### src/hdl/udc_pkg.sv
// package: register map, field positions, reset values and mode codes
// assumes: one 100 MHz clock, registers reached over a plain strobe port
package udc_pkg;

  // register port shape
  localparam int unsigned ADDR_W     = 4;   // register address width
  localparam int unsigned DATA_W     = 16;  // register data width
  localparam int unsigned CNT_W      = 16;  // counter resolution
  localparam int unsigned CTRL_W     = 10;  // width of counter_control_reg
  localparam int unsigned MODE_W     = 8;   // width of counter_mode_reg
  localparam int unsigned PRESC_W    = 8;   // prescaler width, largest divide is 256
  localparam int unsigned SEL_W      = 3;   // prescale select width

  // register offsets
  localparam logic [ADDR_W-1:0] OFS_CTRL   = 4'h0; // counter_control_reg
  localparam logic [ADDR_W-1:0] OFS_MODE   = 4'h1; // counter_mode_reg
  localparam logic [ADDR_W-1:0] OFS_CYCLE  = 4'h2; // cycle_compare
  localparam logic [ADDR_W-1:0] OFS_DUTY   = 4'h3; // duty_compare
  localparam logic [ADDR_W-1:0] OFS_CCA    = 4'h4; // capcomp_a
  localparam logic [ADDR_W-1:0] OFS_CCB    = 4'h5; // capcomp_b
  localparam logic [ADDR_W-1:0] OFS_COUNT  = 4'h6; // updown_counter, read only
  localparam logic [ADDR_W-1:0] OFS_STATUS = 4'h7; // status, read only

  // counter_control_reg fields
  localparam int unsigned CTRL_CE      = 0; // count_enable_bit
  localparam int unsigned CTRL_RELOAD  = 1; // reload_enable
  localparam int unsigned CTRL_CLR_LO  = 2; // clear_source_lo: external clear enable
  localparam int unsigned CTRL_CLR_HI  = 3; // clear_source_hi: match clear enable
  localparam int unsigned CTRL_SEL_LSB = 4; // prescale select, 3 bits
  localparam int unsigned CTRL_CCA_CMP = 7; // capcomp_a in compare mode
  localparam int unsigned CTRL_CCB_CMP = 8; // capcomp_b in compare mode

  // counter_mode_reg fields
  localparam int unsigned MODE_UDC     = 0; // counting_mode_select
  localparam int unsigned MODE_VAR     = 1; // variant_select
  localparam int unsigned MODE_INV     = 2; // output_level_invert
  localparam int unsigned MODE_PH_LSB  = 3; // phase_mode_bit0..bit2
  localparam int unsigned MODE_PFALL   = 6; // pulse_input valid edge is falling
  localparam int unsigned MODE_DFALL   = 7; // direction_input valid edge is falling

  // status fields
  localparam int unsigned STAT_DOWN    = 0; // last count was downward
  localparam int unsigned STAT_STARTED = 1; // timer output waveform running

  // reset values
  localparam logic [CTRL_W-1:0] CTRL_RST = 10'h000;
  localparam logic [MODE_W-1:0] MODE_RST = 8'h00;
  localparam logic [CNT_W-1:0]  CNT_RST  = 16'h0000;

  // phase mode codes
  localparam logic [2:0] PH_MODE1 = 3'h4; // pulse edge, direction by level
  localparam logic [2:0] PH_MODE2 = 3'h5; // up on pulse edge, down on direction edge
  localparam logic [2:0] PH_MODE3 = 3'h6; // pulse edge, direction sampled
  localparam logic [2:0] PH_MODE4 = 3'h7; // quadrature x4

  // prescaler: smallest divide is 4, each select step up to 6 doubles it; select 7 stays at 256
  localparam logic [PRESC_W:0] PRESC_BASE = 9'h004;

endpackage : udc_pkg

### src/hdl/udc_counter.sv
// 16-bit up/down counter with timer output, register port and match pulses
// assumes: 100 MHz clock, async high reset, pins asynchronous to clock
//
// Decided for this implementation: the register addresses and strobed register access.
`timescale 1ns/10ps
module udc_counter
  import udc_pkg::*;
(
  input  wire logic                       clock,
  input  wire logic                       rst,
  input  wire logic [udc_pkg::ADDR_W-1:0] addr,
  input  wire logic [udc_pkg::DATA_W-1:0] wdata,
  input  wire logic                       wr,
  input  wire logic                       rd,
  output logic      [udc_pkg::DATA_W-1:0] rdata,
  input  wire logic                       pulse_input,
  input  wire logic                       direction_input,
  input  wire logic                       external_clear_input,
  output logic                            timer_out_pin,
  output logic                            cycle_match_irq,
  output logic                            duty_match_irq,
  output logic                            capcomp_a_irq,
  output logic                            capcomp_b_irq
);

  // register file state
  logic [CTRL_W-1:0]  ctrl_q, ctrl_d;     // counter_control_reg
  logic [MODE_W-1:0]  mode_q, mode_d;     // counter_mode_reg
  logic [CNT_W-1:0]   cyc_q, cyc_d;       // cycle_compare
  logic [CNT_W-1:0]   duty_q, duty_d;     // duty_compare
  logic [CNT_W-1:0]   cca_q, cca_d;       // capcomp_a
  logic [CNT_W-1:0]   ccb_q, ccb_d;       // capcomp_b
  logic [DATA_W-1:0]  rdata_q, rdata_d;   // read data, one cycle after rd

  // counter state
  logic [CNT_W-1:0]   cnt_q, cnt_d;       // updown_counter
  logic [PRESC_W-1:0] pre_q, pre_d;       // prescaler
  logic               started_q, started_d; // first cycle done
  logic               out_q, out_d;       // timer output level
  logic               up_q, up_d;         // last count direction
  logic               cyc_irq_q, cyc_irq_d;
  logic               duty_irq_q, duty_irq_d;
  logic               cca_irq_q, cca_irq_d;
  logic               ccb_irq_q, ccb_irq_d;

  // synchronised pins: bit0 pulse, bit1 direction, bit2 clear
  logic [2:0]         pin_lvl, pin_rise, pin_fall; // level and edges

  // decoded configuration
  logic               ce;          // count_enable_bit
  logic               udc_mode;    // counting_mode_select
  logic               variant_b;   // variant_select
  logic               inv;         // output_level_invert, inactive level
  logic [2:0]         phase;       // phase_mode_reg
  logic [SEL_W-1:0]   sel;         // prescale select
  logic [PRESC_W:0]   mask9;       // prescaler terminal mask
  logic               tick;        // timer count clock enable
  logic               pv, dv;      // valid edges on pulse and direction
  logic               pa, da;      // any edge, for quadrature
  logic               ev;          // up/down count event
  logic               ev_up;       // direction of that event
  logic               cyc_hit, duty_hit; // counter equals cycle_compare, duty_compare
  logic               cca_hit, ccb_hit;  // compare-mode matches on capcomp_a, capcomp_b
  logic               ext_clr;     // external clear edge, enabled

  // pin synchroniser and edge detector
  udc_sync #(
    .W (3)
  ) u_sync (
    .clock (clock),
    .rst   (rst),
    .din   ({external_clear_input, direction_input, pulse_input}),
    .lvl   (pin_lvl),
    .rise  (pin_rise),
    .fall  (pin_fall)
  );

  // configuration decode
  assign ce        = ctrl_q[CTRL_CE];
  assign udc_mode  = mode_q[MODE_UDC];
  assign variant_b = mode_q[MODE_VAR];
  assign inv       = mode_q[MODE_INV];
  assign phase     = mode_q[MODE_PH_LSB +: 3];
  assign sel       = ctrl_q[CTRL_SEL_LSB +: SEL_W];

  // prescaler tick every 4<<sel clocks; select 7 falls back to 256
  assign mask9 = (PRESC_BASE << sel) - 9'h001;
  assign tick  = (pre_q & mask9[PRESC_W-1:0]) == mask9[PRESC_W-1:0];

  // compare matches on the value held since the last count clock
  assign cyc_hit  = cnt_q == cyc_q;
  assign duty_hit = cnt_q == duty_q;
  assign cca_hit  = ctrl_q[CTRL_CCA_CMP] && (cnt_q == cca_q);
  assign ccb_hit  = ctrl_q[CTRL_CCB_CMP] && (cnt_q == ccb_q);

  // valid edges with selectable polarity
  assign pv = mode_q[MODE_PFALL] ? pin_fall[0] : pin_rise[0];
  assign dv = mode_q[MODE_DFALL] ? pin_fall[1] : pin_rise[1];
  assign pa = pin_rise[0] | pin_fall[0];
  assign da = pin_rise[1] | pin_fall[1];
  assign ext_clr = !variant_b && ctrl_q[CTRL_CLR_LO] && pin_rise[2];

  // phase decode into count event and direction
  always_comb begin
    ev    = 1'b0;
    ev_up = up_q;
    case (phase)
      PH_MODE1: begin
        ev    = pv;
        ev_up = ~pin_lvl[1];
      end
      PH_MODE2: begin
        ev    = pv ^ dv;
        ev_up = pv;
      end
      PH_MODE3: begin
        ev    = pv;
        ev_up = pin_lvl[1];
      end
      PH_MODE4: begin
        ev = pa | da;
        if (pa && da) begin
          ev_up = up_q;
        end else if (pa) begin
          ev_up = pin_lvl[0] ^ pin_lvl[1];
        end else begin
          ev_up = ~(pin_lvl[0] ^ pin_lvl[1]);
        end
      end
      default: ev = 1'b0;                             // no phase scheme chosen
    endcase
  end

  // counter, output and match pulse next values
  always_comb begin
    cnt_d      = cnt_q;
    pre_d      = pre_q;
    started_d  = started_q;
    out_d      = out_q;
    up_d       = up_q;
    cyc_irq_d  = 1'b0;
    duty_irq_d = 1'b0;
    cca_irq_d  = 1'b0;
    ccb_irq_d  = 1'b0;
    if (!ce) begin
      // stopped: counter parked, output inactive
      cnt_d     = CNT_RST;
      pre_d     = '0;
      started_d = 1'b0;
      out_d     = inv;
    end else if (!udc_mode) begin
      // general timer, internal prescaled clock
      pre_d = pre_q + 8'h01;
      if (tick) begin
        duty_irq_d = duty_hit;
        cca_irq_d  = cca_hit;
        ccb_irq_d  = ccb_hit;
        if (cyc_hit) begin
          cnt_d     = CNT_RST;
          cyc_irq_d = 1'b1;
          started_d = 1'b1;
          out_d     = ~inv;
        end else begin
          cnt_d = cnt_q + 16'h0001;
          if (duty_hit && started_q) begin
            out_d = inv;
          end
        end
      end
    end else begin
      // up/down mode: only external events move the counter
      out_d = inv;
      if (ev) begin
        up_d      = ev_up;
        cca_irq_d = cca_hit;
        ccb_irq_d = ccb_hit;
        if (!variant_b) begin
          cyc_irq_d  = cyc_hit;
          duty_irq_d = duty_hit;
          if (ev_up) begin
            // reload never applies counting up
            if (cyc_hit && ctrl_q[CTRL_CLR_HI]) begin
              cnt_d = CNT_RST;
            end else begin
              cnt_d = cnt_q + 16'h0001;
            end
          end else if (ctrl_q[CTRL_RELOAD] && cnt_q == CNT_RST) begin
            cnt_d = cyc_q;
          end else begin
            cnt_d = cnt_q - 16'h0001;
          end
        end else begin
          if (ev_up) begin
            cyc_irq_d = cyc_hit;
            cnt_d     = cyc_hit ? CNT_RST : cnt_q + 16'h0001;
          end else begin
            duty_irq_d = duty_hit;
            cnt_d      = duty_hit ? CNT_RST : cnt_q - 16'h0001;
          end
        end
      end
      // external clear wins over any count in the same cycle
      if (ext_clr) begin
        cnt_d = CNT_RST;
      end
    end
  end

  // register the counter group
  always_ff @(posedge clock or posedge rst) begin
    if (rst) begin
      cnt_q      <= CNT_RST;
      pre_q      <= '0;
      started_q  <= 1'b0;
      out_q      <= 1'b0;
      up_q       <= 1'b1;
      cyc_irq_q  <= 1'b0;
      duty_irq_q <= 1'b0;
      cca_irq_q  <= 1'b0;
      ccb_irq_q  <= 1'b0;
    end else begin
      cnt_q      <= cnt_d;
      pre_q      <= pre_d;
      started_q  <= started_d;
      out_q      <= out_d;
      up_q       <= up_d;
      cyc_irq_q  <= cyc_irq_d;
      duty_irq_q <= duty_irq_d;
      cca_irq_q  <= cca_irq_d;
      ccb_irq_q  <= ccb_irq_d;
    end
  end

  // register port: writes and read mux
  always_comb begin
    ctrl_d  = ctrl_q;
    mode_d  = mode_q;
    cyc_d   = cyc_q;
    duty_d  = duty_q;
    cca_d   = cca_q;
    ccb_d   = ccb_q;
    rdata_d = '0;
    if (wr) begin
      if (addr == OFS_CTRL) begin
        ctrl_d = wdata[CTRL_W-1:0];
      end else if (addr == OFS_MODE) begin
        mode_d = wdata[MODE_W-1:0];
      end else if (addr == OFS_CYCLE) begin
        cyc_d = wdata;
      end else if (addr == OFS_DUTY) begin
        duty_d = wdata;
      end else if (addr == OFS_CCA) begin
        cca_d = wdata;
      end else if (addr == OFS_CCB) begin
        ccb_d = wdata;
      end
    end
    if (rd) begin
      if (addr == OFS_CTRL) begin
        rdata_d = {{(DATA_W-CTRL_W){1'b0}}, ctrl_q};
      end else if (addr == OFS_MODE) begin
        rdata_d = {{(DATA_W-MODE_W){1'b0}}, mode_q};
      end else if (addr == OFS_CYCLE) begin
        rdata_d = cyc_q;
      end else if (addr == OFS_DUTY) begin
        rdata_d = duty_q;
      end else if (addr == OFS_CCA) begin
        rdata_d = cca_q;
      end else if (addr == OFS_CCB) begin
        rdata_d = ccb_q;
      end else if (addr == OFS_COUNT) begin
        rdata_d = cnt_q;
      end else if (addr == OFS_STATUS) begin
        rdata_d = {14'h0000, started_q, ~up_q};
      end
    end
  end

  // register the register file
  always_ff @(posedge clock or posedge rst) begin
    if (rst) begin
      ctrl_q  <= CTRL_RST;
      mode_q  <= MODE_RST;
      cyc_q   <= CNT_RST;
      duty_q  <= CNT_RST;
      cca_q   <= CNT_RST;
      ccb_q   <= CNT_RST;
      rdata_q <= '0;
    end else begin
      ctrl_q  <= ctrl_d;
      mode_q  <= mode_d;
      cyc_q   <= cyc_d;
      duty_q  <= duty_d;
      cca_q   <= cca_d;
      ccb_q   <= ccb_d;
      rdata_q <= rdata_d;
    end
  end

  // outputs straight from flops
  assign rdata           = rdata_q;
  assign timer_out_pin   = out_q;
  assign cycle_match_irq = cyc_irq_q;
  assign duty_match_irq  = duty_irq_q;
  assign capcomp_a_irq   = cca_irq_q;
  assign capcomp_b_irq   = ccb_irq_q;
endmodule : udc_counter

### src/hdl/udc_sync.sv
// two-flop synchroniser with edge detection for a group of pin inputs
// assumes: inputs are asynchronous to clock; outputs are clock domain
`timescale 1ns/10ps
module udc_sync #(
  parameter int unsigned W = 3
) (
  input  wire logic         clock,
  input  wire logic         rst,
  input  wire logic [W-1:0] din,
  output logic      [W-1:0] lvl,
  output logic      [W-1:0] rise,
  output logic      [W-1:0] fall
);

  logic [W-1:0] meta_q;  // first stage, read only by the second
  logic [W-1:0] sync_q;  // second stage, safe level
  logic [W-1:0] prev_q;  // level one cycle ago
  logic [W-1:0] meta_d;
  logic [W-1:0] sync_d;
  logic [W-1:0] prev_d;

  // next values of the chain
  always_comb begin
    meta_d = din;
    sync_d = meta_q;
    prev_d = sync_q;
  end

  // register the chain
  always_ff @(posedge clock or posedge rst) begin
    if (rst) begin
      meta_q <= '0;
      sync_q <= '0;
      prev_q <= '0;
    end else begin
      meta_q <= meta_d;
      sync_q <= sync_d;
      prev_q <= prev_d;
    end
  end

  // edges compare the two safe stages only
  assign lvl  = sync_q;
  assign rise = sync_q & ~prev_q;
  assign fall = ~sync_q & prev_q;

endmodule : udc_sync

### config.mk
export PLATFORM = sky130hd
export DESIGN_NAME = udc_counter
export DESIGN_NICKNAME = d
export VERILOG_FILES = /design/src/hdl/udc_pkg.sv /design/src/hdl/udc_counter.sv /design/src/hdl/udc_sync.sv
export SDC_FILE = /design/constraint.sdc
export NUM_CORES = 1
export LEC_CHECK = 0
export BUFFER_PORTS_ARGS = -buffer_cell sky130_fd_sc_hd__buf_4
export CAP_MARGIN = 20
export CORE_AREA = 2 2 237 146
export CTS_BUF_LIST = sky130_fd_sc_hd__clkbuf_16
export DETAILED_ROUTE_END_ITERATION = 8
export DIE_AREA = 0 0 239 148
export PLACE_DENSITY = 0.46
export REMOVE_ABC_BUFFERS = 1
export SETUP_SLACK_MARGIN = 0.02
export SLEW_MARGIN = 20
export SYNTH_ARGS = -nofsm -noshare
export SYNTH_HDL_FRONTEND = slang
export SYNTH_SLANG_ARGS = --single-unit
### constraint.sdc
create_clock -name clock -period 6.4 [get_ports clock]
set_input_delay 1.28 -clock clock [delete_from_list [all_inputs] [get_ports clock]]
set_output_delay 1.28 -clock clock [all_outputs]
set_load 0.005 [all_outputs]
Word level (Yosys, flattened, before mapping) --
Index checks and enable logic that the tools add are counted.
Operators by class: add/subtract/negate cells 4, equal/unequal tests 22, shift operators 1, multiplexer cells 59, bitwise logic cells 19, reductions and logical operators 22
Operators by type and width (number):
- $mux 16 | 20
- $eq 16x16->1 | 4
- $mux 1 | 34
- $add 16x1->16 const B | 1
- $eq 4x3->1 const B | 4
- $logic_not 16->1 | 1
- $mux 8 | 2
- $sub 16x1->16 const B | 1
- $eq 3x3->1 const B | 4
- $not 1->1 | 9
- $reduce_and 3->1 | 3
- $add 8x1->8 const B | 1
- $and 8x8->8 | 1
- $eq 4x2->1 const B | 2
- $eq 8x8->1 | 1
- $logic_and 1x1->1 | 8
- $shl 3x3->8 const A | 1
- $sub 8x1->8 const B | 1
- $reduce_and 7->1 | 1
- $reduce_and 2->1 | 3
- $reduce_and 6->1 | 1
- $reduce_and 5->1 | 1
- $eq 4x1->1 const B | 1
- $logic_not 4->1 | 1
- other kinds (17) | 21
Word-level totals: register bits after elaboration 138, input port bits 27, output and inout port bits 21, logic and storage cells 146

Depth between registers and ports, before layout --
word-level depth 12, mapped depth 11, gate-level depth less buffers 9

Modules after synthesis --
From an unflattened synthesis, not the netlist that was laid out.
Unflattened totals: cell total of the unflattened synthesis 760, area, all modules 8031.5 um2
By module, submodules not included:
- udc_counter | times used 1, cells an instance 744, area each 7749.9 um2, sequential area each 3229.3 um2
- udc_sync | times used 1, cells an instance 16, area each 281.5 um2, sequential area each 225.2 um2

Worst setup path after synthesis --
Ideal clock, no wire load.
kind input-to-reg, start point input addr[0] in the netlist's numbering, end point register cyc_q[0], setup time 0.125 ns, arrival time 2.679 ns, data required time 6.275 ns, slack 3.596 ns, stages on the path 7, path buffers 2, cell sequence buf_2 -> inv_1 -> nand2_1 -> nor3_2 -> nand2_1 -> clkbuf_1 -> mux2_2
On the way: longest elaborated chain between the ends 3, elaborated cells between the ends (all ways) 6, those cells by class eq/ne: 2; bitwise: 2; reduce/logical: 2
Ends and longest elaborated chain:
- from (decl) | RTL line udc_counter.sv:11 | input wire logic [udc_pkg::ADDR_W-1:0] addr,
- $eq 4x1->1 or $logic_not 4->1 (tied branches) | RTL line udc_counter.sv:246, udc_counter.sv:244
- $not 1->1 (no source line)
- $reduce_and 4->1 (no source line) (*)
- to (signal assigned) | RTL line udc_counter.sv:292 | cyc_q <= cyc_d;
- to (decl) | RTL line udc_counter.sv:29 | logic [CNT_W-1:0] cyc_q, cyc_d;
Every way passes the cells marked *; elsewhere a longest branch is shown, timed or not. A chain may end at the register's enable or synchronous reset.

Final worst setup path --
start point register cnt_q[3], end point register cnt_q[14]
On the way: longest elaborated chain between the ends 9, elaborated cells between the ends (all ways) 19, those cells by class add/sub: 2; eq/ne: 2; mux: 12; reduce/logical: 3
Ends and longest elaborated chain:
- from (decl) | RTL line udc_counter.sv:36 | logic [CNT_W-1:0] cnt_q, cnt_d;
- from (signal assigned) | RTL line udc_counter.sv:222 | cnt_q <= cnt_d;
- branches (longest 7 deep; another with $sub 16x1->16)
- $mux 16 (*) | RTL line udc_counter.sv:151 | end else if (!udc_mode) begin
- $mux 16 (*) | RTL line udc_counter.sv:145 | if (!ce) begin
Mark *: on every way between the ends. The select of a mux whose other input is x is not followed.

==> results.yml <==
clock_network:
  cts-root-buf: "clkbuf_16"
  ctsResizeCount: 0
  cts_hold_buffers: 0
  clk_latency_ps: 430
  clock-sinks: 138
  cts_buffer_depth: 2
  cts_tree: "yes"
  post_cts_buffers: 0
  htreeDepth: 4
  clkTransAtPathRegs_ps: 60
  cts-buffers-inserted: 17
sta:
  fmax_mhz: 288.9
  hold_violations: 0
  fin_crit_ps: 3461
  rsz0062_at_grt: "false"
  holdWs_ps: 347.2
  finalMaxSlewViolations: 0
  slew_headroom_pct: 32.31
  skew_ps: 9.904
  finalSetupViolations: 0
  tns_ps: 0
  worst_pin_slew_ps: 1012
  min_period_over_period_pct: 54.08
outcome:
  run_status: "complete, no violations"
worst_setup_path:
  required_ps: 6690
  end_kind: "register"
  r2r_start: "cnt_q[3]$_DFFE_PP0P_"
  regToRegEndpoint: "cnt_q[14]$_DFFE_PP0P_"
  crit_type: "register to register"
  rr_worst_depth: 7
  cp_max_fo: 16
  endpoint: "cnt_q[14]$_DFFE_PP0P_"
  cp-startpoint: "cnt_q[3]$_DFFE_PP0P_"
  worstSetupStartpointType: "register"
  regToRegSetupSlack_ps: 2940
  crit_arrival_ps: 3750
place:
  gp_congestion: 0.9210
  dpl.hpwl_um: 20780
  port_buffers: 47
floorplan:
  fp.dieW_um: 239
  die_area_um2: 35370
  row_count: 52
  start_util_pct: 24.74
  num_io_pins: 48
  core_area_um2: 33180
  die_y_um: 148
synthesis:
  synth_seq_area_share_pct: 42.08
  synth-edff-count: 0
  synth_top_cell_by_area: "dfrtp_1"
  ys_warn_count: 0
  synth_top_area_share_pct: 41.76
  synthTopCellsByArea: "dfrtp_1 42%, mux2_2 12%, xnor2_1 5.3%, xor2_1 4.6%, a21oi_1 2.6%"
  async_flop_share_pct: 100.0
  synth_cell_types: 70
  ys_ff_latch: 138
  yosysMostFrequentCell: "dfrtp_1"
  yosys-top-cells-count: "137 x dfrtp_1, 84 x mux2_2, 50 x xnor2_1, 47 x nand2_1"
  avgSynthCellArea_um2: 10.31
  syn-cell-area_um2: 8209
  synth_ff_type: "dfrtp_1"
  syn_inst: 796
detailed_routing:
  routedWlPerCell_um: 22.62
  dr_total_vias: 6624
  antenna_left: 0
  drt-vias-per-instance: 5.245
  drt-initial-drc-count: 746
  post-route-drc-count: 0
  dr.pass1.iters: 5
  wirelength_um: 28570
layout:
  nNetsFinal: 852
  syn2layout_area_growth_pct: 16.77
  drive_above_1_share_pct: 22.89
  fillerInstances: 3487
  multiInputGateArea_um2: 4409
  area.sequential_um2: 3455
power_and_ir_drop:
  power_density_nw_per_um2: 405.1
  total_power_uw: 3883
  vdd_ir_drop_max_mv: 0.1576
  p_leak_uw: 0.003960
grt:
  grtUsageMet2_pct: 20.13
  track_usage_pct: 16.59
  grt_use_met3_pct: 5.415
  grt_overflow: 0
  grt_util_met1_pct: 26.79
  busiest_layer: "met1"
  grt_pass1_vias: 6473
  antenna_found_initial: 3
  grt_max_degree: 86
  grt_pass1_wl_um: 43010
hold_path:
  hold_depth: 0
  hold_class: "register to register"
flow_run:
  maxCapViolCount: 0
-- routing by layer --
metal | routed length, µm | up-vias
li1 | - | 2971
met1 | 14890 | 3352
met2 | 10590 | 282
met3 | 2706 | 19
met4 | 379 | 0
met5 | 0 | -
-- report_power, final --
part	switching, µW	internal, µW	total [µW]
registers	334	1040	1370
logic	762	585	1350
clock network	398	764	1160
-- layout make-up --
cell class	count	area share (%)
Multi-Input combinational cell	585	46.00
Sequential cell	138	36.04
Tap cell	432	5.639
Clock buffer	17	4.438
Timing Repair Buffer	56	4.386
Clock inverter	15	2.676
Inverter	19	0.7962
Antenna cell	1	0.02611
-- critical path: stages (launching register included) --
cell and delay [ps]:
dfrtp_1 860, xor2_1 180, nor4_1 510, nand4_2 520, nand2_1 510, a21oi_1 350
a21oi_1 250, o221ai_1 130
-- state kept, by name, summed over array words and instances, names as in the netlist, 3 cells and up --
| name | count |
|---|---|
| u_sync.lvl | 3 |
| u_sync.prev_q | 3 |
| u_sync.meta_q | 3 |
| mode_q | 8 |
| duty_q | 16 |
| pre_q | 8 |
| cnt_q | 16 |
| cyc_q | 16 |
| rdata | 16 |
| ctrl_q | 10 |
| cca_q | 16 |
| ccb_q | 16 |
-- cells by family after synthesis --
kind of cell | synth area share (%)
AND/OR/NAND/NOR | 14.56
buffers and inverters | 4.359
adder cells (fa/ha/maj) | 1.219
AO/OA/AOI/OAI | 14.33
XOR/XNOR | 9.922
flip-flops | 42.08
multiplexers | 13.53
-- per-stage QoR --
stage	instance area (µm²)	setup WS (ps)	cells	util [%]
3_3_place_gp	8889	2649	1230	26.79
4_1_cts	9570	3039	1262	28.84
5_1_grt	9585	2789	1263	28.89
2_1_floorplan	7923	1425	742	-
3_5_place_dp	8889	2563	1230	26.79
6_report	9585	2939	1263	28.89
-- cell usage in the layout (no fill, tap or decap), drive strengths merged, types with 11 or more instances in the layout --
cell,count
a21oi,44
a222oi,11
a22oi,14
and2,11
buf,56
clkbuf,17
dfrtp,137
inv,21
mux2,84
mux2i,12
nand2,49
nand3,24
nand4,19
nor2,39
nor3,14
nor4,16
o21ai,38
xnor2,50
xor2,43
-- worst min path at each step --
stage	startpoint	to	slack [ps]
after floorplan	u_sync.meta_q[0]$_DFF_PP0_	u_sync.lvl[0]$_DFF_PP0_	330
after global placement	u_sync.meta_q[0]$_DFF_PP0_	u_sync.lvl[0]$_DFF_PP0_	340
after detailed placement	u_sync.meta_q[1]$_DFF_PP0_	u_sync.lvl[1]$_DFF_PP0_	330
after CTS	u_sync.meta_q[1]$_DFF_PP0_	u_sync.lvl[1]$_DFF_PP0_	350
after global routing	u_sync.meta_q[1]$_DFF_PP0_	u_sync.lvl[1]$_DFF_PP0_	360
final	u_sync.meta_q[1]$_DFF_PP0_	u_sync.lvl[1]$_DFF_PP0_	350
Power figures use the tool's default switching activity.
